`src/include/exec_pkg.sv`:
```
// shared constants, register map and opcode encoding of the execution unit
package exec_pkg;

  // ----------------------------------------------------------------
  // instruction encoding presented by the decoder
  // ----------------------------------------------------------------
  typedef enum logic [2:0] {
    OP_NOP                = 3'h0,
    OP_INCR_SKIP_ZERO     = 3'h1,
    OP_UNCOND_BRANCH      = 3'h2,
    OP_OR_LITERAL_ACC     = 3'h3,
    OP_INCR_FILE          = 3'h4,
    OP_OR_ACC_FILE        = 3'h5,
    OP_SHIFT_LEFT_LOGICAL = 3'h6
  } op_e;

  localparam int unsigned PC_W = 15;
  localparam int unsigned BRANCH_K_W = 11;
  localparam int unsigned PAGE_W = 7;
  localparam int unsigned FADDR_W = 7;
  localparam logic DEST_ACC = 1'b0;
  localparam logic DEST_FILE = 1'b1;

  // ----------------------------------------------------------------
  // register map (byte addresses, one word each)
  // ----------------------------------------------------------------
  localparam logic [7:0] CTRL_OFS = 8'h00;
  localparam logic [7:0] ACC_OFS = 8'h04;
  localparam logic [7:0] FLAGS_OFS = 8'h08;
  localparam logic [7:0] PAGE_OFS = 8'h0c;
  localparam logic [7:0] PC_OFS = 8'h10;

  localparam int unsigned CTRL_EN_BIT = 0;
  localparam int unsigned FLAGS_C_BIT = 0;
  localparam int unsigned FLAGS_Z_BIT = 1;
  localparam int unsigned PAGE_HI_BIT = 6;
  localparam int unsigned PAGE_LO_BIT = 3;

  localparam logic CTRL_EN_RST = 1'b1;
  localparam logic [7:0] ACC_RST = 8'h00;
  localparam logic [PAGE_W-1:0] PAGE_RST = 7'h00;
  localparam logic [PC_W-1:0] PC_RST = 15'h0000;

  localparam logic [1:0] HTRANS_NONSEQ = 2'h2;
  localparam logic HRESP_OKAY = 1'b0;

endpackage

```
`src/core/alu_exec.sv`:
```
// combinational result, destination and flag logic for one instruction
`timescale 1ns/1ns
module alu_exec
  import exec_pkg::*;
(
  input wire op_e op,
  input wire logic [7:0] file_val,
  input wire logic [7:0] acc,
  input wire logic [BRANCH_K_W-1:0] lit,
  input wire logic dest,
  output logic [7:0] result,
  output logic wr_acc,
  output logic wr_file,
  output logic upd_z,
  output logic upd_c,
  output logic carry_out,
  output logic is_branch,
  output logic skip_next
);

  always_comb begin
    result = 8'h00;
    wr_acc = 1'b0;
    wr_file = 1'b0;
    upd_z = 1'b0;
    upd_c = 1'b0;
    carry_out = 1'b0;
    is_branch = 1'b0;
    skip_next = 1'b0;
    case (op)
      OP_INCR_SKIP_ZERO: begin
        result = file_val + 8'h01;
        wr_acc = (dest == DEST_ACC);
        wr_file = (dest == DEST_FILE);
        skip_next = (result == 8'h00);
      end
      OP_UNCOND_BRANCH: begin
        is_branch = 1'b1;
      end
      OP_OR_LITERAL_ACC: begin
        result = acc | lit[7:0];
        wr_acc = 1'b1;
        upd_z = 1'b1;
      end
      // increment with zero flag; 0xff wraps to zero
      OP_INCR_FILE: begin
        result = file_val + 8'h01;
        wr_acc = (dest == DEST_ACC);
        wr_file = (dest == DEST_FILE);
        upd_z = 1'b1;
      end
      OP_OR_ACC_FILE: begin
        result = acc | file_val;
        wr_acc = (dest == DEST_ACC);
        wr_file = (dest == DEST_FILE);
        upd_z = 1'b1;
      end
      OP_SHIFT_LEFT_LOGICAL: begin
        result = {file_val[6:0], 1'b0};
        carry_out = file_val[7];
        upd_c = 1'b1;
        upd_z = 1'b1;
        wr_acc = (dest == DEST_ACC);
        wr_file = (dest == DEST_FILE);
      end
      default: begin
        result = 8'h00;
      end
    endcase
  end

endmodule

```
`src/core/exec_unit.sv`:
```
// execution unit: six core instructions, program counter and ahb-lite registers
// How it works
// - increment-and-skip adds one, writes acc or file by select, no flags.
// - skip instruction: zero result turns next instruction into a nop.
// - branch loads its 11-bit immediate into pc bits 10..0.
// - branch fills pc bits 14..11 from page latch bits 6..3.
// - branch takes two cycles and leaves flags unchanged.
// - or-literal ors acc with 8-bit literal into acc, updates zero.
// - plain increment writes acc or file by select, updates zero.
// - or-with-file ors acc and file, routes by select, updates zero.
// - left shift: bit 7 to carry, zero into bit 0, carry and zero updated.
// - left shift result goes to acc or file by select.
//
// Register access over AHB-Lite and the address map are this design's own decisions.
`timescale 1ns/1ns
module exec_unit
  import exec_pkg::*;
(
  input wire logic core_clk,
  input wire logic reset_n,
  input wire logic instr_valid,
  input wire logic [2:0] instr_op,
  input wire logic [FADDR_W-1:0] instr_f,
  input wire logic instr_d,
  input wire logic [BRANCH_K_W-1:0] instr_k,
  input wire logic [7:0] file_rd_data,
  output logic instr_ready,
  output logic file_wr_en,
  output logic [FADDR_W-1:0] file_wr_addr,
  output logic [7:0] file_wr_data,
  output logic [PC_W-1:0] pc,
  input wire logic hsel,
  input wire logic [31:0] haddr,
  input wire logic [1:0] htrans,
  input wire logic hwrite,
  input wire logic [2:0] hsize,
  input wire logic [31:0] hwdata,
  input wire logic hready,
  output logic hreadyout,
  output logic [31:0] hrdata,
  output logic hresp
);

  // ----------------------------------------------------------------
  // reset release
  // ----------------------------------------------------------------
  logic rst_meta_q;
  logic rst_n_q;

  always_ff @(posedge core_clk or negedge reset_n) begin
    if (!reset_n) begin
      rst_meta_q <= 1'b0;
      rst_n_q <= 1'b0;
    end else begin
      rst_meta_q <= 1'b1;
      rst_n_q <= rst_meta_q;
    end
  end

  // ----------------------------------------------------------------
  // execution datapath
  // ----------------------------------------------------------------
  typedef enum logic {ST_RUN, ST_NOP} seq_e;

  seq_e seq_q, seq_d;
  logic [PC_W-1:0] pc_q, pc_d;
  logic [7:0] acc_q, acc_d;
  logic carry_q, carry_d;
  logic zero_q, zero_d;
  logic [PAGE_W-1:0] page_q, page_d;
  logic en_q, en_d;
  logic ready_q, ready_d;
  logic fwe_q, fwe_d;
  logic [FADDR_W-1:0] fwa_q, fwa_d;
  logic [7:0] fwd_q, fwd_d;

  logic take;
  logic [7:0] alu_result;
  logic alu_wr_acc;
  logic alu_wr_file;
  logic alu_upd_z;
  logic alu_upd_c;
  logic alu_carry;
  logic alu_branch;
  logic alu_skip;
  logic [PC_W-1:0] br_target;

  // software writes, applied in the bus data phase
  logic sw_wr;
  logic [7:0] sw_addr;

  assign take = instr_valid && ready_q;
  assign br_target = {page_q[PAGE_HI_BIT:PAGE_LO_BIT], instr_k};

  alu_exec u_alu (
    .op(op_e'(instr_op)),
    .file_val(file_rd_data),
    .acc(acc_q),
    .lit(instr_k),
    .dest(instr_d),
    .result(alu_result),
    .wr_acc(alu_wr_acc),
    .wr_file(alu_wr_file),
    .upd_z(alu_upd_z),
    .upd_c(alu_upd_c),
    .carry_out(alu_carry),
    .is_branch(alu_branch),
    .skip_next(alu_skip)
  );

  // instruction writes beat a software write in the same cycle
  always_comb begin
    seq_d = ST_RUN;
    pc_d = pc_q;
    acc_d = acc_q;
    carry_d = carry_q;
    zero_d = zero_q;
    page_d = page_q;
    en_d = en_q;
    fwe_d = 1'b0;
    fwa_d = fwa_q;
    fwd_d = fwd_q;
    if (sw_wr) begin
      case (sw_addr)
        CTRL_OFS: en_d = hwdata[CTRL_EN_BIT];
        ACC_OFS: acc_d = hwdata[7:0];
        FLAGS_OFS: begin
          carry_d = hwdata[FLAGS_C_BIT];
          zero_d = hwdata[FLAGS_Z_BIT];
        end
        PAGE_OFS: page_d = hwdata[PAGE_W-1:0];
        default: en_d = en_q;
      endcase
    end
    case (seq_q)
      ST_RUN: begin
        if (take) begin
          if (alu_branch) begin
            pc_d = br_target;
            seq_d = ST_NOP;
          end else if (alu_skip) begin
            pc_d = pc_q + 15'h0002;
            seq_d = ST_NOP;
          end else begin
            pc_d = pc_q + 15'h0001;
          end
          if (alu_wr_acc) begin
            acc_d = alu_result;
          end
          if (alu_wr_file) begin
            fwe_d = 1'b1;
            fwa_d = instr_f;
            fwd_d = alu_result;
          end
          if (alu_upd_z) begin
            zero_d = (alu_result == 8'h00);
          end
          if (alu_upd_c) begin
            carry_d = alu_carry;
          end
        end
      end
      ST_NOP: seq_d = ST_RUN;
      default: seq_d = ST_RUN;
    endcase
    // accept only in run state, and never while disabled
    ready_d = en_d && (seq_d == ST_RUN);
  end

  always_ff @(posedge core_clk or negedge rst_n_q) begin
    if (!rst_n_q) begin
      seq_q <= ST_RUN;
      pc_q <= PC_RST;
      acc_q <= ACC_RST;
      carry_q <= 1'b0;
      zero_q <= 1'b0;
      page_q <= PAGE_RST;
      en_q <= CTRL_EN_RST;
      ready_q <= 1'b0;
      fwe_q <= 1'b0;
      fwa_q <= '0;
      fwd_q <= 8'h00;
    end else begin
      seq_q <= seq_d;
      pc_q <= pc_d;
      acc_q <= acc_d;
      carry_q <= carry_d;
      zero_q <= zero_d;
      page_q <= page_d;
      en_q <= en_d;
      ready_q <= ready_d;
      fwe_q <= fwe_d;
      fwa_q <= fwa_d;
      fwd_q <= fwd_d;
    end
  end

  assign instr_ready = ready_q;
  assign file_wr_en = fwe_q;
  assign file_wr_addr = fwa_q;
  assign file_wr_data = fwd_q;
  assign pc = pc_q;

  // ----------------------------------------------------------------
  // ahb-lite slave
  // ----------------------------------------------------------------
  // reads insert one wait so hrdata can leave a flop and see prior writes
  logic wr_pend_q, wr_pend_d;
  logic rd_pend_q, rd_pend_d;
  logic [7:0] addr_q, addr_d;
  logic hready_q, hready_d;
  logic [31:0] rdata_q, rdata_d;
  logic addr_phase;

  assign addr_phase = hsel && hready && (htrans == HTRANS_NONSEQ);
  assign sw_wr = wr_pend_q;
  assign sw_addr = addr_q;

  always_comb begin
    wr_pend_d = addr_phase && hwrite;
    rd_pend_d = addr_phase && !hwrite;
    addr_d = addr_phase ? haddr[7:0] : addr_q;
    hready_d = !rd_pend_d;
    rdata_d = rdata_q;
    if (rd_pend_q) begin
      case (addr_q)
        CTRL_OFS: rdata_d = {31'h0, en_q};
        ACC_OFS: rdata_d = {24'h0, acc_q};
        FLAGS_OFS: rdata_d = {30'h0, zero_q, carry_q};
        PAGE_OFS: rdata_d = {25'h0, page_q};
        PC_OFS: rdata_d = {17'h0, pc_q};
        default: rdata_d = 32'h0;
      endcase
    end
  end

  always_ff @(posedge core_clk or negedge rst_n_q) begin
    if (!rst_n_q) begin
      wr_pend_q <= 1'b0;
      rd_pend_q <= 1'b0;
      addr_q <= 8'h00;
      hready_q <= 1'b1;
      rdata_q <= 32'h0;
    end else begin
      wr_pend_q <= wr_pend_d;
      rd_pend_q <= rd_pend_d;
      addr_q <= addr_d;
      hready_q <= hready_d;
      rdata_q <= rdata_d;
    end
  end

  assign hreadyout = hready_q;
  assign hrdata = rdata_q;
  assign hresp = HRESP_OKAY;

  // ----------------------------------------------------------------
  // checks
  // ----------------------------------------------------------------
  logic take_br;
  logic take_skip;
  logic take_file;

  assign take_br = take && alu_branch;
  assign take_skip = take && (op_e'(instr_op) == OP_INCR_SKIP_ZERO);
  assign take_file = take && alu_wr_file;

  a_branch_target: assert property (
    @(posedge core_clk) disable iff (!rst_n_q)
    take_br |=> pc == {$past(page_q[PAGE_HI_BIT:PAGE_LO_BIT]), $past(instr_k)})
    else $error("branch target wrong");

  a_branch_low_bits: assert property (
    @(posedge core_clk) disable iff (!rst_n_q)
    take_br |=> pc[BRANCH_K_W-1:0] == $past(instr_k))
    else $error("branch immediate not loaded");

  a_branch_two_cycle: assert property (
    @(posedge core_clk) disable iff (!rst_n_q)
    take_br |=> !instr_ready && $stable(carry_q) && $stable(zero_q))
    else $error("branch not two cycles or flags moved");

  a_skip_nop: assert property (
    @(posedge core_clk) disable iff (!rst_n_q)
    (take_skip && alu_result == 8'h00) |=> !instr_ready ##0 pc == $past(pc) + 15'h0002)
    else $error("zero skip not taken");

  a_skip_flags: assert property (
    @(posedge core_clk) disable iff (!rst_n_q)
    take_skip |=> $stable(zero_q) && $stable(carry_q))
    else $error("skip instruction moved flags");

  a_single_cycle: assert property (
    @(posedge core_clk) disable iff (!rst_n_q)
    (take && !alu_branch && !alu_skip) |=> pc == $past(pc) + 15'h0001)
    else $error("pc not advanced by one");

  a_zero_flag: assert property (
    @(posedge core_clk) disable iff (!rst_n_q)
    (take && alu_upd_z) |=> zero_q == ($past(alu_result) == 8'h00))
    else $error("zero flag wrong");

  a_or_literal: assert property (
    @(posedge core_clk) disable iff (!rst_n_q)
    (take && op_e'(instr_op) == OP_OR_LITERAL_ACC) |=>
      acc_q == ($past(acc_q) | $past(instr_k[7:0])))
    else $error("or literal result wrong");

  a_shift_carry: assert property (
    @(posedge core_clk) disable iff (!rst_n_q)
    (take && op_e'(instr_op) == OP_SHIFT_LEFT_LOGICAL) |=>
      carry_q == $past(file_rd_data[7]) &&
      $past(alu_result) == {$past(file_rd_data[6:0]), 1'b0})
    else $error("shift carry wrong");

  a_file_dest: assert property (
    @(posedge core_clk) disable iff (!rst_n_q)
    (take_file && instr_d == DEST_FILE) |=>
      file_wr_en && file_wr_addr == $past(instr_f) && file_wr_data == $past(alu_result))
    else $error("file write missing");

  a_acc_dest: assert property (
    @(posedge core_clk) disable iff (!rst_n_q)
    (take && alu_wr_acc && op_e'(instr_op) == OP_OR_ACC_FILE) |=>
      acc_q == ($past(acc_q) | $past(file_rd_data)) && !file_wr_en)
    else $error("or to acc wrong");

  a_incr_wrap: assert property (
    @(posedge core_clk) disable iff (!rst_n_q)
    (take && op_e'(instr_op) == OP_INCR_FILE && file_rd_data == 8'hff) |=> zero_q)
    else $error("increment wrap not zero");

  c_branch: cover property (@(posedge core_clk) disable iff (!rst_n_q) take_br);
  c_skip_zero: cover property (@(posedge core_clk) disable iff (!rst_n_q)
    take_skip && alu_skip);
  c_shift_carry: cover property (@(posedge core_clk) disable iff (!rst_n_q)
    take && alu_upd_c && alu_carry);
  c_bus_read: cover property (@(posedge core_clk) disable iff (!rst_n_q)
    rd_pend_q ##1 hreadyout);

endmodule

```
`config.mk`:
```
export PLATFORM = sky130hd
export DESIGN_NAME = exec_unit
export DESIGN_NICKNAME = d
export VERILOG_FILES = /design/src/include/exec_pkg.sv /design/src/core/alu_exec.sv /design/src/core/exec_unit.sv
export SDC_FILE = /design/constraint.sdc
export NUM_CORES = 1
export LEC_CHECK = 0
export BUFFER_PORTS_ARGS = -buffer_cell sky130_fd_sc_hd__buf_2
export CAP_MARGIN = 0
export CORE_UTILIZATION = 38
export DETAILED_ROUTE_END_ITERATION = 8
export SLEW_MARGIN = 40
export SYNTH_ARGS = -nofsm -noshare
export SYNTH_HDL_FRONTEND = slang
export SYNTH_SLANG_ARGS = --single-unit
```
`constraint.sdc`:
```
create_clock -name core_clk -period 2.81 [get_ports core_clk]
set_input_delay 0.4215 -clock core_clk [delete_from_list [all_inputs] [get_ports core_clk]]
set_output_delay 0.4215 -clock core_clk [all_outputs]
set_load 0.02 [all_outputs]
```
# After elaboration in Yosys (flattened, before gate mapping)

Index checks and enable logic that the tools add are counted.

$add $sub $neg: 3
Bitwise gates (word level): 5
Mux-type cells: 35
Reductions and logical operators: 17
Eq/ne operators: 11

Operator list:

| kind                                           | number |
|---|---|
| case mux 15 bit (5 select lines)               | 1 |
| two-way mux 8 bit                              | 5 |
| case mux 8 bit (4 select lines)                | 1 |
| two-way mux 15 bit                             | 2 |
| zero test 8 bit                                | 3 |
| two-way mux 1 bit                              | 24 |
| == test 8 x 4 -> 1 bit (second input constant) | 2 |
| bitwise OR 8 bit                               | 2 |
| adder 15 x 1 -> 15 bit (second input constant) | 1 |
| adder 15 x 2 -> 15 bit (second input constant) | 1 |
| == test 3 bit (second input constant)          | 3 |
| adder 8 x 1 -> 8 bit (second input constant)   | 1 |
| == test 8 x 3 -> 1 bit (second input constant) | 1 |
| == test 8 x 5 -> 1 bit (second input constant) | 1 |
| OR reduction 4 bit                             | 2 |
| == test 3 x 2 -> 1 bit (second input constant) | 2 |
| logical AND 1 bit                              | 6 |
| case mux 1 bit (2 select lines)                | 2 |
| AND reduction 2 bit                            | 2 |
| == test 3 x 1 -> 1 bit (second input constant) | 1 |
| NOT 1 bit                                      | 3 |
| AND reduction 3 bit                            | 1 |
| == test 2 bit (second input constant)          | 1 |
| zero test 1 bit                                | 2 |
| OR reduction 2 bit                             | 1 |

Logic and storage cells: 89
Bits in registers: 96
Output and inout port bits: 66

# Depth between registers and ports, before layout

Depth in word-level cells: 9
Gate-level depth with buffers: 9
Depth with buffers taken out: 8

# By module

Synthesis repeated with hierarchy kept, for this count alone.

Cells, all modules: 477
Area total of the unflattened synthesis: 4550.6 µm²

By module, submodules not included:

| module    | area an instance (µm²) | instances | cells each |
|---|---|---|---|
| exec_unit | 3832.4                 | 1         | 364 |
| alu_exec  | 718.2                  | 1         | 113 |

# Worst setup path before layout

Ideal clock, no wire load.

Path type: input-to-reg
Start point: input file_rd_data[0]
End point: register pc_q[4] (netlist: pc[4])
Data arrival time: 2.098 ns
Library setup time: 0.131 ns
Slack: 0.581 ns
Stages: 8
Path buffers: 1
Data required time: 2.679 ns
Cell sequence: buf_2 > and4_4 > nand2_1 > xnor2_1 > nor4_4 > mux2_2 > a311oi_1 > a211oi_1

Cells in the longest elaborated chain, start to end: 5

Ends and longest elaborated chain:

| element              | RTL line         | source |
|---|---|---|
| start, declared      | exec_unit.sv:26  | `input wire logic [7:0] file_rd_data,` |
| adder 8 x 1 -> 8 bit | alu_exec.sv:32   | `result = file_val + 8'h01;` |
| zero test 8 bit      | alu_exec.sv:35   | `skip_next = (result == 8'h00);` |
| two-way mux 1 bit    | alu_exec.sv:30   | `case (op)` |
| two-way mux 15 bit   | exec_unit.sv:141 | `end else if (alu_skip) begin` |
| two-way mux 15 bit   | exec_unit.sv:138 | `if (alu_branch) begin` |
| end signal, assigned | exec_unit.sv:185 | `pc_q <= pc_d;` |
| end, declared        | exec_unit.sv:66  | `logic [PC_W-1:0] pc_q, pc_d;` |

No other way between the ends.
A chain may end at the register's enable or synchronous reset.

# Worst setup path after layout

Start point: register addr_q[1]
End point: register acc_q[2]

Cells in the longest elaborated chain, start to end: 6

Ends and longest elaborated chain:

| element                  | RTL line         | source |
|---|---|---|
| start, declared          | exec_unit.sv:210 | `logic [7:0] addr_q, addr_d;` |
| start signal, assigned   | exec_unit.sv:247 | `addr_q <= addr_d;` |
| == test 8 x 3 -> 1 bit * | exec_unit.sv:124 | `case (sw_addr)` |
| two-way mux 8 bit *      | exec_unit.sv:124 |  |
| two-way mux 8 bit *      | exec_unit.sv:123 | `if (sw_wr) begin` |
| two-way mux 8 bit        | exec_unit.sv:147 | `if (alu_wr_acc) begin` |
| two-way mux 8 bit        | exec_unit.sv:137 | `if (take) begin` |
| two-way mux 8 bit *      | exec_unit.sv:135 | `case (seq_q)` |
| net acc_d[2]             | exec_unit.sv:67  | `logic [7:0] acc_q, acc_d;` |
| end signal, assigned     | exec_unit.sv:174 | `acc_q <= ACC_RST;` |
| end signal, assigned     | exec_unit.sv:186 | `acc_q <= acc_d;` |
| end, declared            | exec_unit.sv:67  |  |

Mark *: on every way through the listed nets, which the timed path passes. The rest lies on a longest branch.

==> impl_metrics.toml <==
[final_layout]
syn_to_final_growth_pct = 21.2
fin_util_pct = 47.3
seqCellArea_mm2 = 0.00198
nFillCells = 1141
diodes = 0
stdcell_count = 720
layout-drive-gt1-share_pct = 30.2
num-nets-final = 681
multi_input_comb_area_mm2 = 0.00222

[floorplanning]
initial_utilization_pct = 39.0
core_area_mm2 = 0.0115
die_x_um = 110
pin_count = 171
dieHeight_um = 110
rows = 39
fp.dieArea_mm2 = 0.0122

[synth]
synth_edf_count = 0
ys_ff_latch = 79
yosysMostFrequentCell = "dfrtp_1"
synthCells = 471
yosys_warnings = 0
synthDistinctLibCells = 62
synth_area_leader_cell = "dfrtp_1"
synth_top_cell_area_share_pct = 43.1
syn_area_mm2 = 0.00447
yosysSeqAreaShare_pct = 44.3
synthArstFlopShare_pct = 100
synth_ff_type = "dfrtp_1"
syn_area_per_cell_um2 = 9.50
yosys-top-cells-area = "dfrtp_1 (43%), mux2_2 (6.8%), o21ai_0 (3.8%)"
synth_commonest_cells = "dfrtp_1 (77), o21ai_0 (34), nand2_1 (33)"

[worst_setup_path]
cp-end-kind = "flip-flop"
arrival_ps = 2600
slowest_stage = "or4_1"
start_kind = "flip-flop"
critPathTopFamily = "simple AND/OR/NAND/NOR gates"
critical-path-max-stage-delay_ps = 580
crit_chain = "or4_1, nor4_1, and2_2, nand2_2, a211oi_1, a21oi_1"
critical_path_buf_inv_count = 0
path_class = "flip-flop to flip-flop"
cp_max_fo = 16
startpoint = "addr_q[1]"
crit_required_ps = 3010
reg2reg_from = "addr_q[1]"

[timing]
rsz0062_at_grt = "false"
skew_ps = 9.36
drv_slew = 0
fmax_mhz = 417
hold_viol = 0
fin_crit_sh_pct = 85.3
period_needed_ps = 2400
tns_ps = 0
worst-slew-pin-transition_ps = 641
slew_headroom_pct = 57.2
final-setup-viol-count = 0
timing.final.ws_setup_ps = 414

[route]
viasPerCell = 5.53
drt-total-wl_um = 12000
ant_nets = 0
vias = 3985
wl_per_cell_um = 16.7
first_pass_iters = 4
drc = 0
first_iter_violations = 175

[grt]
grt_pass1_wl_um = 19200
antenna_found_initial = 0
grt_max_degree = 42
grt_pass1_vias = 3698
grt-ovfl-total = 0
grt.total_usage_pct = 19.9

[placement]
post-place-ws_ps = 213
dpl.hpwl_um = 9010
placed_cells = 703
place_congestion = 0.813
io_buffer_count = 101

[cts]
cts_tree = "built"
clkLatencyLatePin_ps = 340
cts_buffers = 9
htreeDepth = 3
cts_max_path_buffers = 2
clk_pin_slew_ps = 60
cts_root_buf = "clkbuf_16"
clkSinkCount = 79

[pwr]
power_w = 0.00385
power_density_mw_per_mm2 = 711
p_leak_nw = 2.49
ir_drop_mv = 0.321

[min_path]
worstHoldPathType = "input pin to flip-flop"
hp-start = "instr_f[2]"

[flow_run]
cap_viol_max_count = 0

[run_status]
outcome = "finished, final reports clean"
-- report_power, final --
part	internal [W]	total (W)	leakage [nW]	switching (W)
clock	0.000803	0.00127	0.160	0.000465
sequential	0.00136	0.00162	0.966	0.000259
combinational	0.000410	0.000970	1.37	0.000559
total	0.00257	0.00385	2.49	0.00128
-- cell type report --
cell class	instances	area share, %
clock buffer	11	4.48
clock inverter	5	1.45
inverter	20	1.38
multi-input combinational	345	41.0
sequential	79	36.6
tap	143	3.30
timing repair buffer	117	11.8
-- metrics by stage --
stage / area, µm² / hold WS (ps)
after global placement: 5070 / 206
after floorplan: 4540 / 126
after CTS: 5420 / 304
final: 5420 / 313
after global routing: 5420 / 308
after detailed placement: 5090 / 210
-- cells by family (layout without fill, tap and decap cells) --
group / Yosys count / in the layout / synth area share (%)
flip-flops: 79 / 79 / 44.3
multiplexers: 32 / 32 / 8.03
adder cells (fa/ha/maj): 4 / 4 / 1.12
buffers and inverters: 64 / 153 / 7.47
AO/OA/AOI/OAI: 134 / 134 / 20.1
AND/OR/NAND/NOR: 150 / 150 / 17.7
XOR/XNOR: 6 / 6 / 1.17
other: 2 / 19 / 0.168
-- metal layers --
layer | part of all wire [%] | track usage [%] | vias to the layer above
li1 | - | - | 1896
met1 | 46 | 27.7 | 1942
met2 | 47 | 31.5 | 138
met3 | 5.8 | 4.06 | 9
met4 | 0.99 | 5.24 | 0
met5 | 0 | 0 | -
-- cell usage in the layout (no fill, tap or decap), drive strengths merged, types with 3 or more instances in the layout --
cell	Yosys	layout
a222oi	6	6
a31oi	6	6
nor2	31	31
a22oi	6	6
nand2b	9	9
o211ai	7	7
nand2	35	35
a21oi	17	17
nand3	16	16
inv	20	21
conb	2	19
nor3	9	9
ha	4	4
dfrtp	77	77
and2	5	5
o22ai	16	16
mux2	28	28
o21ai	35	35
mux2i	4	4
a211oi	15	15
nand4	6	6
a311oi	5	5
and3	13	13
nor2b	12	12
buf	27	116
and4	4	4
a221oi	3	3
clkbuf	17	11
o21a	4	4
xor2	4	4
-- registers in the layout (all words and copies together), names as in the netlist --
register      cells
hreadyout         1
sw_wr             1
file_wr_addr      7
pc               15
hrdata           15
file_wr_data      8
addr_q            8
rd_pend_q         1
rst_n_q           1
rst_meta_q        1
zero_q            1
instr_ready       1
file_wr_en        1
en_q              1
acc_q             8
page_q            7
seq_q             1
carry_q           1
-- worst paths after layout --
| kind | to | slack [ps] | cells past startpoint |
|---|---|---|---|
| setup / recovery | acc_q[2] | 410 | 6 |
| hold / removal | file_wr_addr[2] | 310 | 2 |
| setup reg to reg | acc_q[2] | 410 | 6 |
| hold reg to reg | page_q[1] | 320 | 0 |
| max in group asynchronous | en_q | 1840 | 1 |
| min in group asynchronous | page_q[1] | 320 | 0 |
-- what timing repair did --
action	CTS	global route
hold buffers	1	0
gates resized for setup	0	0
endpoints found under the setup margin	0	0
hold endpoints to repair	2	0
buffers inserted	0	0
(Power assumes the default switching activity.)
